[src/nv_pkg.sv]
// Constants, field positions and state type for the nonvolatile access controller
`default_nettype none
package nv_pkg;
	// ----------------------------------------------------------------
	// Register offsets on the special function register port
	// ----------------------------------------------------------------
	localparam logic [8:0] ADDR_DATA_LOW = 9'h10C;
	localparam logic [8:0] ADDR_ADDRESS_LOW = 9'h10D;
	localparam logic [8:0] ADDR_DATA_HIGH = 9'h10E;
	localparam logic [8:0] ADDR_ADDRESS_HIGH = 9'h10F;
	localparam logic [8:0] ADDR_CONTROL = 9'h18C;
	localparam logic [8:0] ADDR_UNLOCK = 9'h18D;
	localparam logic [8:0] ADDR_FLAGS_TWO = 9'h00D;

	// ----------------------------------------------------------------
	// Field positions
	// ----------------------------------------------------------------
	localparam int CTRL_READ_BIT = 0;
	localparam int CTRL_WRITE_BIT = 1;
	localparam int CTRL_PERMIT_BIT = 2;
	localparam int CTRL_ABORT_BIT = 3;
	localparam int CTRL_SPACE_BIT = 7;
	localparam int FLAGS_DONE_BIT = 4;
	localparam int DATA_HIGH_W = 6;
	localparam int ADDR_HIGH_W = 4;

	// ----------------------------------------------------------------
	// Reset values and fixed codes
	// ----------------------------------------------------------------
	localparam logic [7:0] BYTE_RESET = 8'h00;
	localparam logic [7:0] ERASED_BYTE = 8'hFF;
	localparam logic [7:0] UNLOCK_FIRST = 8'h55;
	localparam logic [7:0] UNLOCK_SECOND = 8'hAA;
	localparam int EEPROM_DEPTH = 256;

	// ----------------------------------------------------------------
	// Timing
	// ----------------------------------------------------------------
	localparam int CLK_PERIOD_NS = 10;
	localparam int ERASE_TIME_NS = 2000000;
	localparam int PROGRAM_TIME_NS = 2000000;
	localparam int ERASE_CYCLES = (ERASE_TIME_NS + CLK_PERIOD_NS - 1) / CLK_PERIOD_NS;
	localparam int PROGRAM_CYCLES = (PROGRAM_TIME_NS + CLK_PERIOD_NS - 1) / CLK_PERIOD_NS;

	// Sequencer states
	typedef enum logic [2:0] {
		ST_IDLE,
		ST_DATA_READ,
		ST_FLASH_WAIT,
		ST_FLASH_CAPTURE,
		ST_ERASE,
		ST_PROGRAM
	} state_t;
endpackage
`default_nettype wire

[src/nv_array_if.sv]
// Interface between the sequencer and the byte storage array
`timescale 1ns/10ps
`default_nettype none
interface nv_array_if #(
	parameter int AW = 8
);
	logic wr;
	logic [AW-1:0] waddr;
	logic [7:0] wdata;
	logic [AW-1:0] raddr;
	logic [7:0] rdata;

	modport ctrl (output wr, output waddr, output wdata, output raddr, input rdata);
	modport mem (input wr, input waddr, input wdata, input raddr, output rdata);
endinterface
`default_nettype wire

[src/nv_byte_array.sv]
// Flip-flop byte storage for the data EEPROM
`timescale 1ns/10ps
`default_nettype none
module nv_byte_array #(
	parameter int DEPTH = 256,
	parameter int AW = 8
) (
	// Clock and reset
	input wire logic clk,
	input wire logic rst,
	// Storage port
	nv_array_if.mem arr
);
	logic [7:0] mem_ff [DEPTH];

	// Contents survive reset, like the real cells
	always_ff @(posedge clk) begin
		if (arr.wr) begin
			mem_ff[arr.waddr] <= arr.wdata;
		end
	end

	// Asynchronous read, sampled by the sequencer
	assign arr.rdata = mem_ff[arr.raddr];

	logic unused_rst;
	assign unused_rst = rst;
endmodule
`default_nettype wire

[src/nv_write_timer.sv]
// Down counter that times the erase and program phases
`timescale 1ns/10ps
`default_nettype none
module nv_write_timer #(
	parameter int CW = 32
) (
	// Clock and reset
	input wire logic clk,
	input wire logic rst,
	// Control
	input wire logic start,
	input wire logic [CW-1:0] load,
	// Status
	output logic busy,
	output logic done
);
	logic [CW-1:0] count_ff;

	// Load on start, count down, signal done on the last cycle
	always_ff @(posedge clk) begin
		if (rst) begin
			count_ff <= '0;
		end else if (start) begin
			count_ff <= load;
		end else if (count_ff != '0) begin
			count_ff <= count_ff - 1'b1;
		end
	end

	assign busy = (count_ff != '0);
	assign done = (count_ff == {{(CW-1){1'b0}}, 1'b1});
endmodule
`default_nettype wire

[src/nv_access_ctrl.sv]
// Register-driven access controller for data EEPROM and program flash reads
`timescale 1ns/10ps
`default_nettype none
module nv_access_ctrl #(
	parameter int DEPTH = nv_pkg::EEPROM_DEPTH,
	parameter int ERASE_CYCLES = nv_pkg::ERASE_CYCLES,
	parameter int PROGRAM_CYCLES = nv_pkg::PROGRAM_CYCLES
) (
	// Clock and reset
	input wire logic clk,
	input wire logic rst,
	input wire logic warm_reset,
	// Special function register port
	input wire logic [8:0] sfr_addr,
	input wire logic sfr_wr,
	input wire logic sfr_rd,
	input wire logic [7:0] sfr_wdata,
	output logic [7:0] sfr_rdata,
	// Program flash read port
	output logic flash_rd,
	output logic [11:0] flash_addr,
	input wire logic [13:0] flash_rdata,
	// External programmer port
	input wire logic code_protect,
	input wire logic prog_rd,
	input wire logic prog_wr,
	input wire logic [7:0] prog_addr,
	input wire logic [7:0] prog_wdata,
	output logic [7:0] prog_rdata,
	output logic prog_ack,
	output logic prog_denied,
	// Status
	output logic write_done
);
	localparam int AW = $clog2(DEPTH);

	// ----------------------------------------------------------------
	// Storage
	// ----------------------------------------------------------------
	logic [7:0] data_low_ff;
	logic [nv_pkg::DATA_HIGH_W-1:0] data_high_ff;
	logic [7:0] address_low_ff;
	logic [nv_pkg::ADDR_HIGH_W-1:0] address_high_ff;
	logic space_ff;
	logic permit_ff;
	logic abort_ff;
	logic read_trig_ff;
	logic write_trig_ff;
	logic done_flag_ff;
	logic [1:0] unlock_ff;
	logic [AW-1:0] op_addr_ff;
	logic [7:0] op_data_ff;
	nv_pkg::state_t state_ff;
	logic [7:0] sfr_rdata_ff;
	logic flash_rd_ff;
	logic [11:0] flash_addr_ff;
	logic [7:0] prog_rdata_ff;
	logic prog_ack_ff;
	logic prog_denied_ff;

	logic t_start;
	logic [31:0] t_load;
	logic t_done;
	logic start_write;
	logic start_read;
	logic prog_ok;

	nv_array_if #(.AW(AW)) arr ();

	// Write strobe decode for one register offset
	function automatic logic hit(input logic wr, input logic [8:0] a, input logic [8:0] t);
		hit = wr && (a == t);
	endfunction

	// Array index from a byte address; upper bit dropped on the small variant
	function automatic logic [AW-1:0] idx(input logic [7:0] a);
		idx = a[AW-1:0];
	endfunction

	// ----------------------------------------------------------------
	// Submodules
	// ----------------------------------------------------------------
	nv_byte_array #(.DEPTH(DEPTH), .AW(AW)) u_array (
		.clk(clk),
		.rst(rst),
		.arr(arr.mem)
	);

	nv_write_timer #(.CW(32)) u_timer (
		.clk(clk),
		.rst(rst),
		.start(t_start),
		.load(t_load),
		.busy(),
		.done(t_done)
	);

	// ----------------------------------------------------------------
	// Request decode
	// ----------------------------------------------------------------
	// Write needs: idle, permit, data space, armed unlock, trigger bit set
	assign start_write = hit(sfr_wr, sfr_addr, nv_pkg::ADDR_CONTROL)
		&& sfr_wdata[nv_pkg::CTRL_WRITE_BIT] && (state_ff == nv_pkg::ST_IDLE)
		&& permit_ff && !sfr_wdata[nv_pkg::CTRL_SPACE_BIT]
		&& (unlock_ff == 2'd2);
	// A write request wins over a read set in the same store
	assign start_read = hit(sfr_wr, sfr_addr, nv_pkg::ADDR_CONTROL)
		&& sfr_wdata[nv_pkg::CTRL_READ_BIT] && (state_ff == nv_pkg::ST_IDLE)
		&& !start_write;
	// Programmer only reaches the array when unprotected and idle
	assign prog_ok = (prog_rd || prog_wr) && !code_protect
		&& (state_ff == nv_pkg::ST_IDLE);

	// Timer kicks: erase at start, program after erase
	always_comb begin
		t_start = 1'b0;
		t_load = 32'h0000_0000;
		if (start_write) begin
			t_start = 1'b1;
			t_load = 32'(ERASE_CYCLES);
		end else if (state_ff == nv_pkg::ST_ERASE && t_done) begin
			t_start = 1'b1;
			t_load = 32'(PROGRAM_CYCLES);
		end
	end

	// Array port: erase writes all ones, program writes the byte
	always_comb begin
		arr.wr = 1'b0;
		arr.waddr = op_addr_ff;
		arr.wdata = op_data_ff;
		arr.raddr = op_addr_ff;
		if (state_ff == nv_pkg::ST_ERASE && t_done) begin
			arr.wr = 1'b1;
			arr.wdata = nv_pkg::ERASED_BYTE;
		end else if (state_ff == nv_pkg::ST_PROGRAM && t_done) begin
			arr.wr = 1'b1;
		end else if (prog_ok) begin
			arr.wr = prog_wr;
			arr.waddr = idx(prog_addr);
			arr.wdata = prog_wdata;
			arr.raddr = idx(prog_addr);
		end
	end

	// ----------------------------------------------------------------
	// Sequencer
	// ----------------------------------------------------------------
	always_ff @(posedge clk) begin
		if (rst) begin
			state_ff <= nv_pkg::ST_IDLE;
		end else begin
			case (state_ff)
				nv_pkg::ST_IDLE: begin
					if (start_write) begin
						state_ff <= nv_pkg::ST_ERASE;
					end else if (start_read && sfr_wdata[nv_pkg::CTRL_SPACE_BIT]) begin
						state_ff <= nv_pkg::ST_FLASH_WAIT;
					end else if (start_read) begin
						state_ff <= nv_pkg::ST_DATA_READ;
					end
				end
				nv_pkg::ST_DATA_READ: state_ff <= nv_pkg::ST_IDLE;
				nv_pkg::ST_FLASH_WAIT: state_ff <= nv_pkg::ST_FLASH_CAPTURE;
				nv_pkg::ST_FLASH_CAPTURE: state_ff <= nv_pkg::ST_IDLE;
				nv_pkg::ST_ERASE: begin
					if (t_done) begin
						state_ff <= nv_pkg::ST_PROGRAM;
					end
				end
				nv_pkg::ST_PROGRAM: begin
					if (t_done) begin
						state_ff <= nv_pkg::ST_IDLE;
					end
				end
				default: state_ff <= nv_pkg::ST_IDLE;
			endcase
		end
	end

	// Operation address and byte latched at write or read start
	always_ff @(posedge clk) begin
		if (rst) begin
			op_addr_ff <= '0;
			op_data_ff <= nv_pkg::BYTE_RESET;
		end else if (start_write || start_read) begin
			op_addr_ff <= idx(address_low_ff);
			op_data_ff <= data_low_ff;
		end
	end

	// Flash read strobe and word address
	always_ff @(posedge clk) begin
		if (rst) begin
			flash_rd_ff <= 1'b0;
			flash_addr_ff <= 12'h000;
		end else begin
			flash_rd_ff <= start_read && sfr_wdata[nv_pkg::CTRL_SPACE_BIT];
			if (start_read) begin
				flash_addr_ff <= {address_high_ff, address_low_ff};
			end
		end
	end

	// ----------------------------------------------------------------
	// Data and address registers
	// ----------------------------------------------------------------
	// Hardware read results overwrite software stores
	always_ff @(posedge clk) begin
		if (rst) begin
			data_low_ff <= nv_pkg::BYTE_RESET;
			data_high_ff <= '0;
		end else if (state_ff == nv_pkg::ST_DATA_READ) begin
			data_low_ff <= arr.rdata;
		end else if (state_ff == nv_pkg::ST_FLASH_CAPTURE) begin
			data_low_ff <= flash_rdata[7:0];
			data_high_ff <= flash_rdata[13:8];
		end else begin
			if (hit(sfr_wr, sfr_addr, nv_pkg::ADDR_DATA_LOW)) begin
				data_low_ff <= sfr_wdata;
			end
			if (hit(sfr_wr, sfr_addr, nv_pkg::ADDR_DATA_HIGH)) begin
				data_high_ff <= sfr_wdata[nv_pkg::DATA_HIGH_W-1:0];
			end
		end
	end

	// Address bytes, plain software storage
	always_ff @(posedge clk) begin
		if (rst) begin
			address_low_ff <= nv_pkg::BYTE_RESET;
			address_high_ff <= '0;
		end else begin
			if (hit(sfr_wr, sfr_addr, nv_pkg::ADDR_ADDRESS_LOW)) begin
				address_low_ff <= sfr_wdata;
			end
			if (hit(sfr_wr, sfr_addr, nv_pkg::ADDR_ADDRESS_HIGH)) begin
				address_high_ff <= sfr_wdata[nv_pkg::ADDR_HIGH_W-1:0];
			end
		end
	end

	// ----------------------------------------------------------------
	// Control bits
	// ----------------------------------------------------------------
	// Space select and permit are plain; permit clears on every reset
	always_ff @(posedge clk) begin
		if (rst) begin
			space_ff <= 1'b0;
			permit_ff <= 1'b0;
		end else if (hit(sfr_wr, sfr_addr, nv_pkg::ADDR_CONTROL)) begin
			space_ff <= sfr_wdata[nv_pkg::CTRL_SPACE_BIT];
			permit_ff <= sfr_wdata[nv_pkg::CTRL_PERMIT_BIT];
		end
	end

	// Triggers: zero stores ignored, so a write cannot be cut short
	always_ff @(posedge clk) begin
		if (rst) begin
			read_trig_ff <= 1'b0;
			write_trig_ff <= 1'b0;
		end else begin
			if (start_read) begin
				read_trig_ff <= 1'b1;
			end else if (state_ff == nv_pkg::ST_DATA_READ || state_ff == nv_pkg::ST_FLASH_CAPTURE) begin
				read_trig_ff <= 1'b0;
			end
			if (start_write) begin
				write_trig_ff <= 1'b1;
			end else if (state_ff == nv_pkg::ST_PROGRAM && t_done) begin
				write_trig_ff <= 1'b0;
			end
		end
	end

	// Abort flag survives warm resets; only a cold reset or software clears it
	always_ff @(posedge clk) begin
		if (rst) begin
			if (!warm_reset) begin
				abort_ff <= 1'b0;
			end else if (state_ff == nv_pkg::ST_ERASE || state_ff == nv_pkg::ST_PROGRAM) begin
				abort_ff <= 1'b1;
			end
		end else if (hit(sfr_wr, sfr_addr, nv_pkg::ADDR_CONTROL)) begin
			abort_ff <= sfr_wdata[nv_pkg::CTRL_ABORT_BIT];
		end
	end

	// Unlock pair tracker; any other store disarms it
	always_ff @(posedge clk) begin
		if (rst) begin
			unlock_ff <= 2'd0;
		end else if (hit(sfr_wr, sfr_addr, nv_pkg::ADDR_UNLOCK)) begin
			if (sfr_wdata == nv_pkg::UNLOCK_FIRST) begin
				unlock_ff <= 2'd1;
			end else if (sfr_wdata == nv_pkg::UNLOCK_SECOND && unlock_ff == 2'd1) begin
				unlock_ff <= 2'd2;
			end else begin
				unlock_ff <= 2'd0;
			end
		end else if (sfr_wr) begin
			unlock_ff <= 2'd0;
		end
	end

	// Done flag: completion set beats a software clear in the same cycle
	always_ff @(posedge clk) begin
		if (rst) begin
			done_flag_ff <= 1'b0;
		end else if (state_ff == nv_pkg::ST_PROGRAM && t_done) begin
			done_flag_ff <= 1'b1;
		end else if (hit(sfr_wr, sfr_addr, nv_pkg::ADDR_FLAGS_TWO)) begin
			done_flag_ff <= sfr_wdata[nv_pkg::FLAGS_DONE_BIT];
		end
	end

	// ----------------------------------------------------------------
	// Read-back
	// ----------------------------------------------------------------
	// Registered read data, one cycle after the strobe; unmapped reads zero
	always_ff @(posedge clk) begin
		if (rst) begin
			sfr_rdata_ff <= 8'h00;
		end else if (sfr_rd) begin
			case (sfr_addr)
				nv_pkg::ADDR_DATA_LOW: sfr_rdata_ff <= data_low_ff;
				nv_pkg::ADDR_DATA_HIGH: sfr_rdata_ff <= {2'b00, data_high_ff};
				nv_pkg::ADDR_ADDRESS_LOW: sfr_rdata_ff <= address_low_ff;
				nv_pkg::ADDR_ADDRESS_HIGH: sfr_rdata_ff <= {4'h0, address_high_ff};
				nv_pkg::ADDR_CONTROL: begin
					sfr_rdata_ff <= {space_ff, 3'b000, abort_ff, permit_ff,
						write_trig_ff, read_trig_ff};
				end
				nv_pkg::ADDR_FLAGS_TWO: sfr_rdata_ff <= {3'b000, done_flag_ff, 4'h0};
				nv_pkg::ADDR_UNLOCK: sfr_rdata_ff <= 8'h00;
				default: sfr_rdata_ff <= 8'h00;
			endcase
		end
	end

	// Programmer answers: ack with data, or a denial pulse
	always_ff @(posedge clk) begin
		if (rst) begin
			prog_rdata_ff <= 8'h00;
			prog_ack_ff <= 1'b0;
			prog_denied_ff <= 1'b0;
		end else begin
			prog_ack_ff <= prog_ok;
			prog_denied_ff <= (prog_rd || prog_wr) && !prog_ok;
			if (prog_ok && prog_rd) begin
				prog_rdata_ff <= arr.rdata;
			end
		end
	end

	// Outputs straight from flip-flops
	assign sfr_rdata = sfr_rdata_ff;
	assign flash_rd = flash_rd_ff;
	assign flash_addr = flash_addr_ff;
	assign prog_rdata = prog_rdata_ff;
	assign prog_ack = prog_ack_ff;
	assign prog_denied = prog_denied_ff;
	assign write_done = done_flag_ff;
endmodule
`default_nettype wire

[config.mk]
export PLATFORM = sky130hd
export DESIGN_NAME = nv_access_ctrl
export DESIGN_NICKNAME = d
export VERILOG_FILES = /design/src/nv_pkg.sv /design/src/nv_array_if.sv /design/src/nv_byte_array.sv /design/src/nv_write_timer.sv /design/src/nv_access_ctrl.sv
export SDC_FILE = /design/constraint.sdc
export NUM_CORES = 2
export LEC_CHECK = 0
export BUFFER_PORTS_ARGS = -buffer_cell sky130_fd_sc_hd__buf_2
export CORE_ASPECT_RATIO = 0.8
export CORE_UTILIZATION = 55
export CTS_CLUSTER_SIZE = 8
export DETAILED_ROUTE_END_ITERATION = 10
export PLACE_DENSITY_LB_ADDON = 0.1
export SYNTH_ARGS = -nofsm -noshare
export SYNTH_HDL_FRONTEND = slang
export SYNTH_HIERARCHICAL = 1
export SYNTH_SLANG_ARGS = --single-unit
[constraint.sdc]
create_clock -name clk -period 9.5 [get_ports clk]
set_input_delay 1.425 -clock clk [delete_from_list [all_inputs] [get_ports clk]]
set_output_delay 1.425 -clock clk [all_outputs]
set_load 0.05 [all_outputs]
### After elaboration in Yosys (flattened, before gate mapping)

Memories as Yosys holds them, arrays and structs flattened.
Index checks and enable logic that the tools add are counted.

| operators by class | value |
|---|---|
| $add $sub $neg | 1 |
| muxes and demuxes | 43 |
| eq/ne operators | 21 |
| reduce and logical (&&, ||, !) cells | 44 |
| bitwise gates (word level) | 1 |

Operators with widths:

| cell | count |
|---|---|
| two-way mux 8 bit | 9 |
| two-way mux 32 bit | 2 |
| equality test 9 bit (second input constant) | 6 |
| one-hot mux 8 bit (6 select lines) | 1 |
| two-way mux 18 bit | 2 |
| equality test 32 x 1 -> 1 bit (second input constant) | 1 |
| nonzero test 32 bit | 1 |
| subtractor 32 x 1 -> 32 bit (second input constant) | 1 |
| logical AND 1 bit | 23 |
| two-way mux 1 bit | 17 |
| two-way mux 3 bit | 5 |
| nonzero test 2 bit | 7 |
| two-way mux 6 bit | 2 |
| one-hot mux 3 bit (4 select lines) | 1 |
| equality test 9 x 4 -> 1 bit (second input constant) | 1 |
| equality test 8 x 7 -> 1 bit (second input constant) | 1 |
| equality test 8 bit (second input constant) | 1 |
| two-way mux 2 bit | 4 |
| equality test 3 x 2 -> 1 bit (second input constant) | 2 |
| equality test 3 bit (second input constant) | 2 |
| logical NOT 1 bit | 4 |
| logical OR 1 bit | 4 |
| inequality test 2 bit (second input constant) | 2 |
| inequality test 4 x 3 -> 1 bit (second input constant) | 1 |
| other kinds (9) | 10 |

| storage, ports and cells | value |
|---|---|
| input port bits | 55 |
| output and inout bits | 32 |
| memory bits (writable) | 2048 |
| logic and storage cells | 132 |
| memories | 1 |
| register bits | 116 |

Memories:

| memory | words | bits a word | rd ports | clocked after Yosys merged registers in | wr ports | RTL line | RTL |
|---|---|---|---|---|---|---|---|
| u_array.mem_ff | 256 | 8 | 1 | 0 | 1 | nv_byte_array.sv:14 | `logic [7:0] mem_ff [DEPTH];` |

### Depth between registers and ports, before layout

| logic depth | value |
|---|---|
| depth in word-level cells | 13 |
| mapped depth | 23 |

### Modules after synthesis

Netlist, hierarchy kept.

By module, submodules not included:

| module | cells each | area each (µm²) | times used |
|---|---|---|---|
| nv_byte_array | 3725 | 79396.1 | 1 |
| nv_access_ctrl | 486 | 4215.3 | 1 |
| nv_write_timer | 234 | 1894.3 | 1 |

### Worst setup path after synthesis

Ideal clock, no wire load.

| path | value |
|---|---|
| path kind | in2reg |
| from | input port code_protect |
| to | memory u_array.mem_ff[0][6], data pin |
| path buffers | 2 |
| required time | 7.989 ns |
| path slack | 2.676 ns |
| arrival | 5.313 ns |
| cell stages on the path | 5 |
| cells stage by stage | or3_1 -> clkbuf_1 -> clkbuf_1 -> nand2_1 -> nand3_1 |

| between the ends | value |
|---|---|
| word-level cells in the longest chain between the ends | 6 |

RTL lines:

| element | RTL line | RTL |
|---|---|---|
| start: declaration | nv_access_ctrl.sv:24 | `input wire logic code_protect,` |
| logical NOT 1 bit | nv_access_ctrl.sv:111 | `assign prog_ok = (prog_rd \|\| prog_wr) && !code_protect` |
| logical AND 1 bit | nv_access_ctrl.sv:111 |  |
| logical AND 1 bit | nv_access_ctrl.sv:112 | `&& (state_ff == nv_pkg::ST_IDLE);` |
| two-way mux 8 bit | nv_access_ctrl.sv:138 | `end else if (prog_ok) begin` |
| two-way mux 8 bit | nv_access_ctrl.sv:136 | `end else if (state_ff == nv_pkg::ST_PROGRAM && t_done) begin` |
| two-way mux 8 bit | nv_access_ctrl.sv:133 | `if (state_ff == nv_pkg::ST_ERASE && t_done) begin` |
| named net arr.wdata[6] | nv_array_if.sv:9 | `logic [7:0] wdata;` |
| end: declaration | nv_byte_array.sv:14 |  |

The timed path passes the listed nets, and every way through them passes these cells.

### Final worst setup path

| path | value |
|---|---|
| from | register state_ff[1] |
| to | register data_low_ff[1] |

| between the ends | value |
|---|---|
| word-level cells in the longest chain between the ends | 7 |
| elaborated cells on any way between the ends | 15 |
| those cells by class | eq/ne (4); mux (5); reduce/logical (5); memory (1) |

RTL lines:

| element | RTL line | RTL |
|---|---|---|
| start: declaration | nv_access_ctrl.sv:53 | `nv_pkg::state_t state_ff;` |
| start signal: assignment | nv_access_ctrl.sv:151 | `state_ff <= nv_pkg::ST_IDLE;` |
| start signal: assignment | nv_access_ctrl.sv:156 | `state_ff <= nv_pkg::ST_ERASE;` |
| start signal: assignment | nv_access_ctrl.sv:158 | `state_ff <= nv_pkg::ST_FLASH_WAIT;` |
| logical NOT 3 bit | nv_access_ctrl.sv:112 |  |
| logical AND 1 bit | nv_access_ctrl.sv:112 |  |
| two-way mux 8 bit | nv_access_ctrl.sv:138 |  |
| two-way mux 8 bit | nv_access_ctrl.sv:136 |  |
| two-way mux 8 bit * | nv_access_ctrl.sv:133 |  |
| named net arr.raddr[0] | nv_array_if.sv:10 | `logic [AW-1:0] raddr;` |
| memory read (256 x 8 bit) * | n/a |  |
| named net arr.rdata[1] | nv_array_if.sv:11 | `logic [7:0] rdata;` |
| two-way mux 8 bit * | nv_access_ctrl.sv:213 | `end else if (state_ff == nv_pkg::ST_DATA_READ) begin` |
| end signal: assignment | nv_access_ctrl.sv:211 | `data_low_ff <= nv_pkg::BYTE_RESET;` |
| end signal: assignment | nv_access_ctrl.sv:214 | `data_low_ff <= arr.rdata;` |
| end signal: assignment | nv_access_ctrl.sv:216 | `data_low_ff <= flash_rdata[7:0];` |
| end: declaration | nv_access_ctrl.sv:40 | `logic [7:0] data_low_ff;` |

Mark *: on every way through the listed nets, which the timed path passes. The rest lies on a longest branch.
A chain may end at the register's enable or synchronous reset.

==> metrics.md <==
| Metric | Value |
|---|---|
| Run status | `completed` |
| Total gr overflow | `0` |
| Path class of the lowest-slack min-delay path | `register to register` |
| Cell at the root of the clock tree | `clkbuf_16` |
| Max Slew Vio Count | `0` |
| Hold bufs inserted after CTS | `0` |
| Mapped Cells | `4444` |
| Crit path DAT | `7.71 ns` |
| CTS tree | `yes` |
| Slew headroom | `0.1015` |
| Pwr dens | `227.2 mW/mm^2` |
| Slew at the pin closest to its max-slew limit | `1.348 ns` |
| Remaining DRCs | `0` |
| Leakage power of the design | `29.98 nW` |
| Number of max-cap violations | `0` |
| CTS buffer count | `321` |
| Std cell rows | `129` |
| Busiest metal layer after global routing | `met1` |
| All-Layer GR Usage | `0.2744` |
| Synthesized area | `0.08550 sq mm` |
| Setup slack of the critical path after layout | `2.505 ns` |
| FMAX | `143.0 MHz` |
| Sinks on Clock Net | `2164` |
| Number of post-CTS setup repair buffers | `0` |
| Average instance area after synthesis | `19.24 sq um` |
| Placeable core area | `0.1545 sq mm` |
| Wire length of the first global-routing pass | `311600 microns` |
| Worst hold path stage count | `2` |
| Remaining antenna violation count | `0` |
| Pre-Repair DR Iteration Count | `6` |
| Capturing element type of the critical path | `register` |
| Routability congestion estimate | `0.8416` |
| Number of antenna violations at the first check in global routing | `5` |
| Cells along the critical path | `or3_1 > or3_1 > nand2_1 > nand2_4 > buf_4 > buf_4 > mux4_2 > a22oi_1 > a21oi_1 > nor4_1 > buf_4 > nor4_1 > mux2_2 > mux2_2 > mux2i_1 > nor2_1` |
| Initial DRC Count | `5519` |
| DP Worst Slack | `2.013 ns` |
| Peak supply drop | `0.0001741 V` |
| Final Critical Period | `6.995 ns` |
| Post-detailed-route wirelength per cell | `31.66 microns` |
| Final clock skew | `0.03476 ns` |
| Final period utilization | `0.7364` |
| Final count of hold timing violations | `0` |
| Unrepaired setup endpoints after global routing | `false` |
| DRT Wirelength | `214000 microns` |
| Grt met1 use | `0.4195` |
| H-tree depth | `5` |
| Number of fillers in the final layout | `10680` |
| Ratio of cells with drive above 1 in the final layout | `0.2217` |
| Synthesis warning total | `6` |
| Met3 GRT Util | `0.06445` |
| Final setup violation count | `0` |
| Clock slew at the register clock pins of the worst setup and hold paths | `0.06 ns` |
| Vias after detailed routing | `44780` |
| Area enclosed by the die boundary | `0.1570 sq mm` |
| Data required time of the worst path | `10.21 ns` |
| Cell with the largest stage delay on the worst path | `nor4_1` |
| Io pins | `87` |
| Largest net degree at the start of global routing | `229` |
| Insertion delay to the later sink of the worst-skew pair | `0.91 ns` |
| Slowest Stage Delay on Critical Path | `0.88 ns` |
| Die extent in y | `354.7 microns` |
| Horizontal die dimension | `442.8 microns` |
| Maximum fanout along the worst path | `37` |
| Fraction of met2 tracks used by global routing | `0.4008` |
| Initial standard-cell utilization of the core | `0.5535` |
| Vias per inst | `6.625` |
| Path type of the worst setup path | `register to register` |
| Growth of design area from synthesis to finish | `12.77%` |
| Most frequent cell on the critical path | `buf_4` |
| Via count of the first global-routing pass | `43970` |
| R2R depth | `16` |
| Resized cells post-CTS | `0` |
| Startpoint Class | `register` |
| Post-DP HPWL | `127800 microns` |
| Worst-case clock buffer depth | `4` |
| Final-stage net count | `4750` |
| Total of buffers placed on input and output ports | `86` |
| Final setup TNS | `0 ns` |
-- final timing paths --
check | endpoint | from | slack (ns)
setup reg to reg | data_low_ff[1] | state_ff[1] | 2.50
setup / recovery | data_low_ff[1] | state_ff[1] | 2.50
hold reg to reg | read_trig_ff | read_trig_ff | 0.46
hold / removal | read_trig_ff | read_trig_ff | 0.46
-- registers in the layout (all words and copies together) (netlist names) --
| register | cells |
|---|---|
| prog_denied | 1 |
| address_high_ff | 4 |
| permit_ff | 1 |
| prog_ack | 1 |
| write_done | 1 |
| prog_rdata | 8 |
| flash_rd | 1 |
| op_data_ff | 8 |
| data_high_ff | 6 |
| write_trig_ff | 1 |
| read_trig_ff | 1 |
| space_ff | 1 |
| sfr_rdata | 8 |
| abort_ff | 1 |
| flash_addr | 12 |
| u_array/mem_ff | 2048 |
| u_timer/count_ff | 32 |
| unlock_ff | 2 |
| data_low_ff | 8 |
| address_low_ff | 8 |
| state_ff | 3 |
| op_addr_ff | 8 |
-- placed cells by master, fill, tap and decap left out, types with 18 or more instances in the layout --
| cell | n |
|---|---|
| edfxtp_1 | 2049 |
| mux4_2 | 454 |
| nor2_1 | 355 |
| clkbuf_16 | 331 |
| mux2i_1 | 186 |
| a22oi_1 | 135 |
| a21oi_1 | 124 |
| dfxtp_1 | 115 |
| nand2_1 | 104 |
| buf_2 | 85 |
| buf_4 | 85 |
| nand3_1 | 66 |
| o221ai_1 | 46 |
| nor4_1 | 40 |
| o21ai_0 | 39 |
| nor3_1 | 39 |
| nand2b_1 | 38 |
| a211oi_1 | 32 |
| o22ai_1 | 31 |
| nor2b_1 | 30 |
| conb_1 | 26 |
| clkbuf_1 | 23 |
| mux2_2 | 21 |
| a221oi_1 | 18 |
-- power breakdown --
group          internal, W  switching, W  total [W]
clock              0.00609       0.00369    0.00977
sequential          0.0105     0.0000735     0.0106
combinational     0.000550      0.000976    0.00153
total               0.0172       0.00474     0.0219
-- metal layers --
metal | vias up | routed length [microns]
li1 | 18620 | -
met5 | - | 27
met1 | 23550 | 92240
met3 | 385 | 21110
met2 | 2223 | 95490
met4 | 4 | 5137
-- metrics by stage --
step	hold slack (ns)	utilization	instance area (sq um)	cells	power (W)
2_1_floorplan	0.4329	-	85590	4469	0.01187
6_report	0.4586	0.6242	96420	6759	0.02190
3_5_place_dp	0.4487	0.5698	88010	6400	0.01230
3_3_place_gp	0.4413	0.5698	88010	6400	0.01227
5_1_grt	0.4785	0.6242	96420	6759	0.02256
4_1_cts	0.4572	0.6242	96410	6758	0.02206
-- worst max-delay path, delay by kind of cell (launching register included) --
kind	cells	cell delay, ns
AO/OA/AOI/OAI	2	0.37
buffers and inverters	3	1.44
flip-flops	1	0.82
multiplexers	4	1.24
AND/OR/NAND/NOR	7	2.86
-- area by class of cell --
type	count	area, sq um	share of cell area
multi-input combinational	2010	20230	0.2099
antenna	1	2.502	0.00002595
sequential	2164	63830	0.6620
tap	2030	2540	0.02634
clock inverter	4	32.53	0.0003374
timing repair buffer	185	1364	0.01415
clock buffer	354	8369	0.08680
inverter	11	41.29	0.0004282
(Power assumes the default switching activity.)
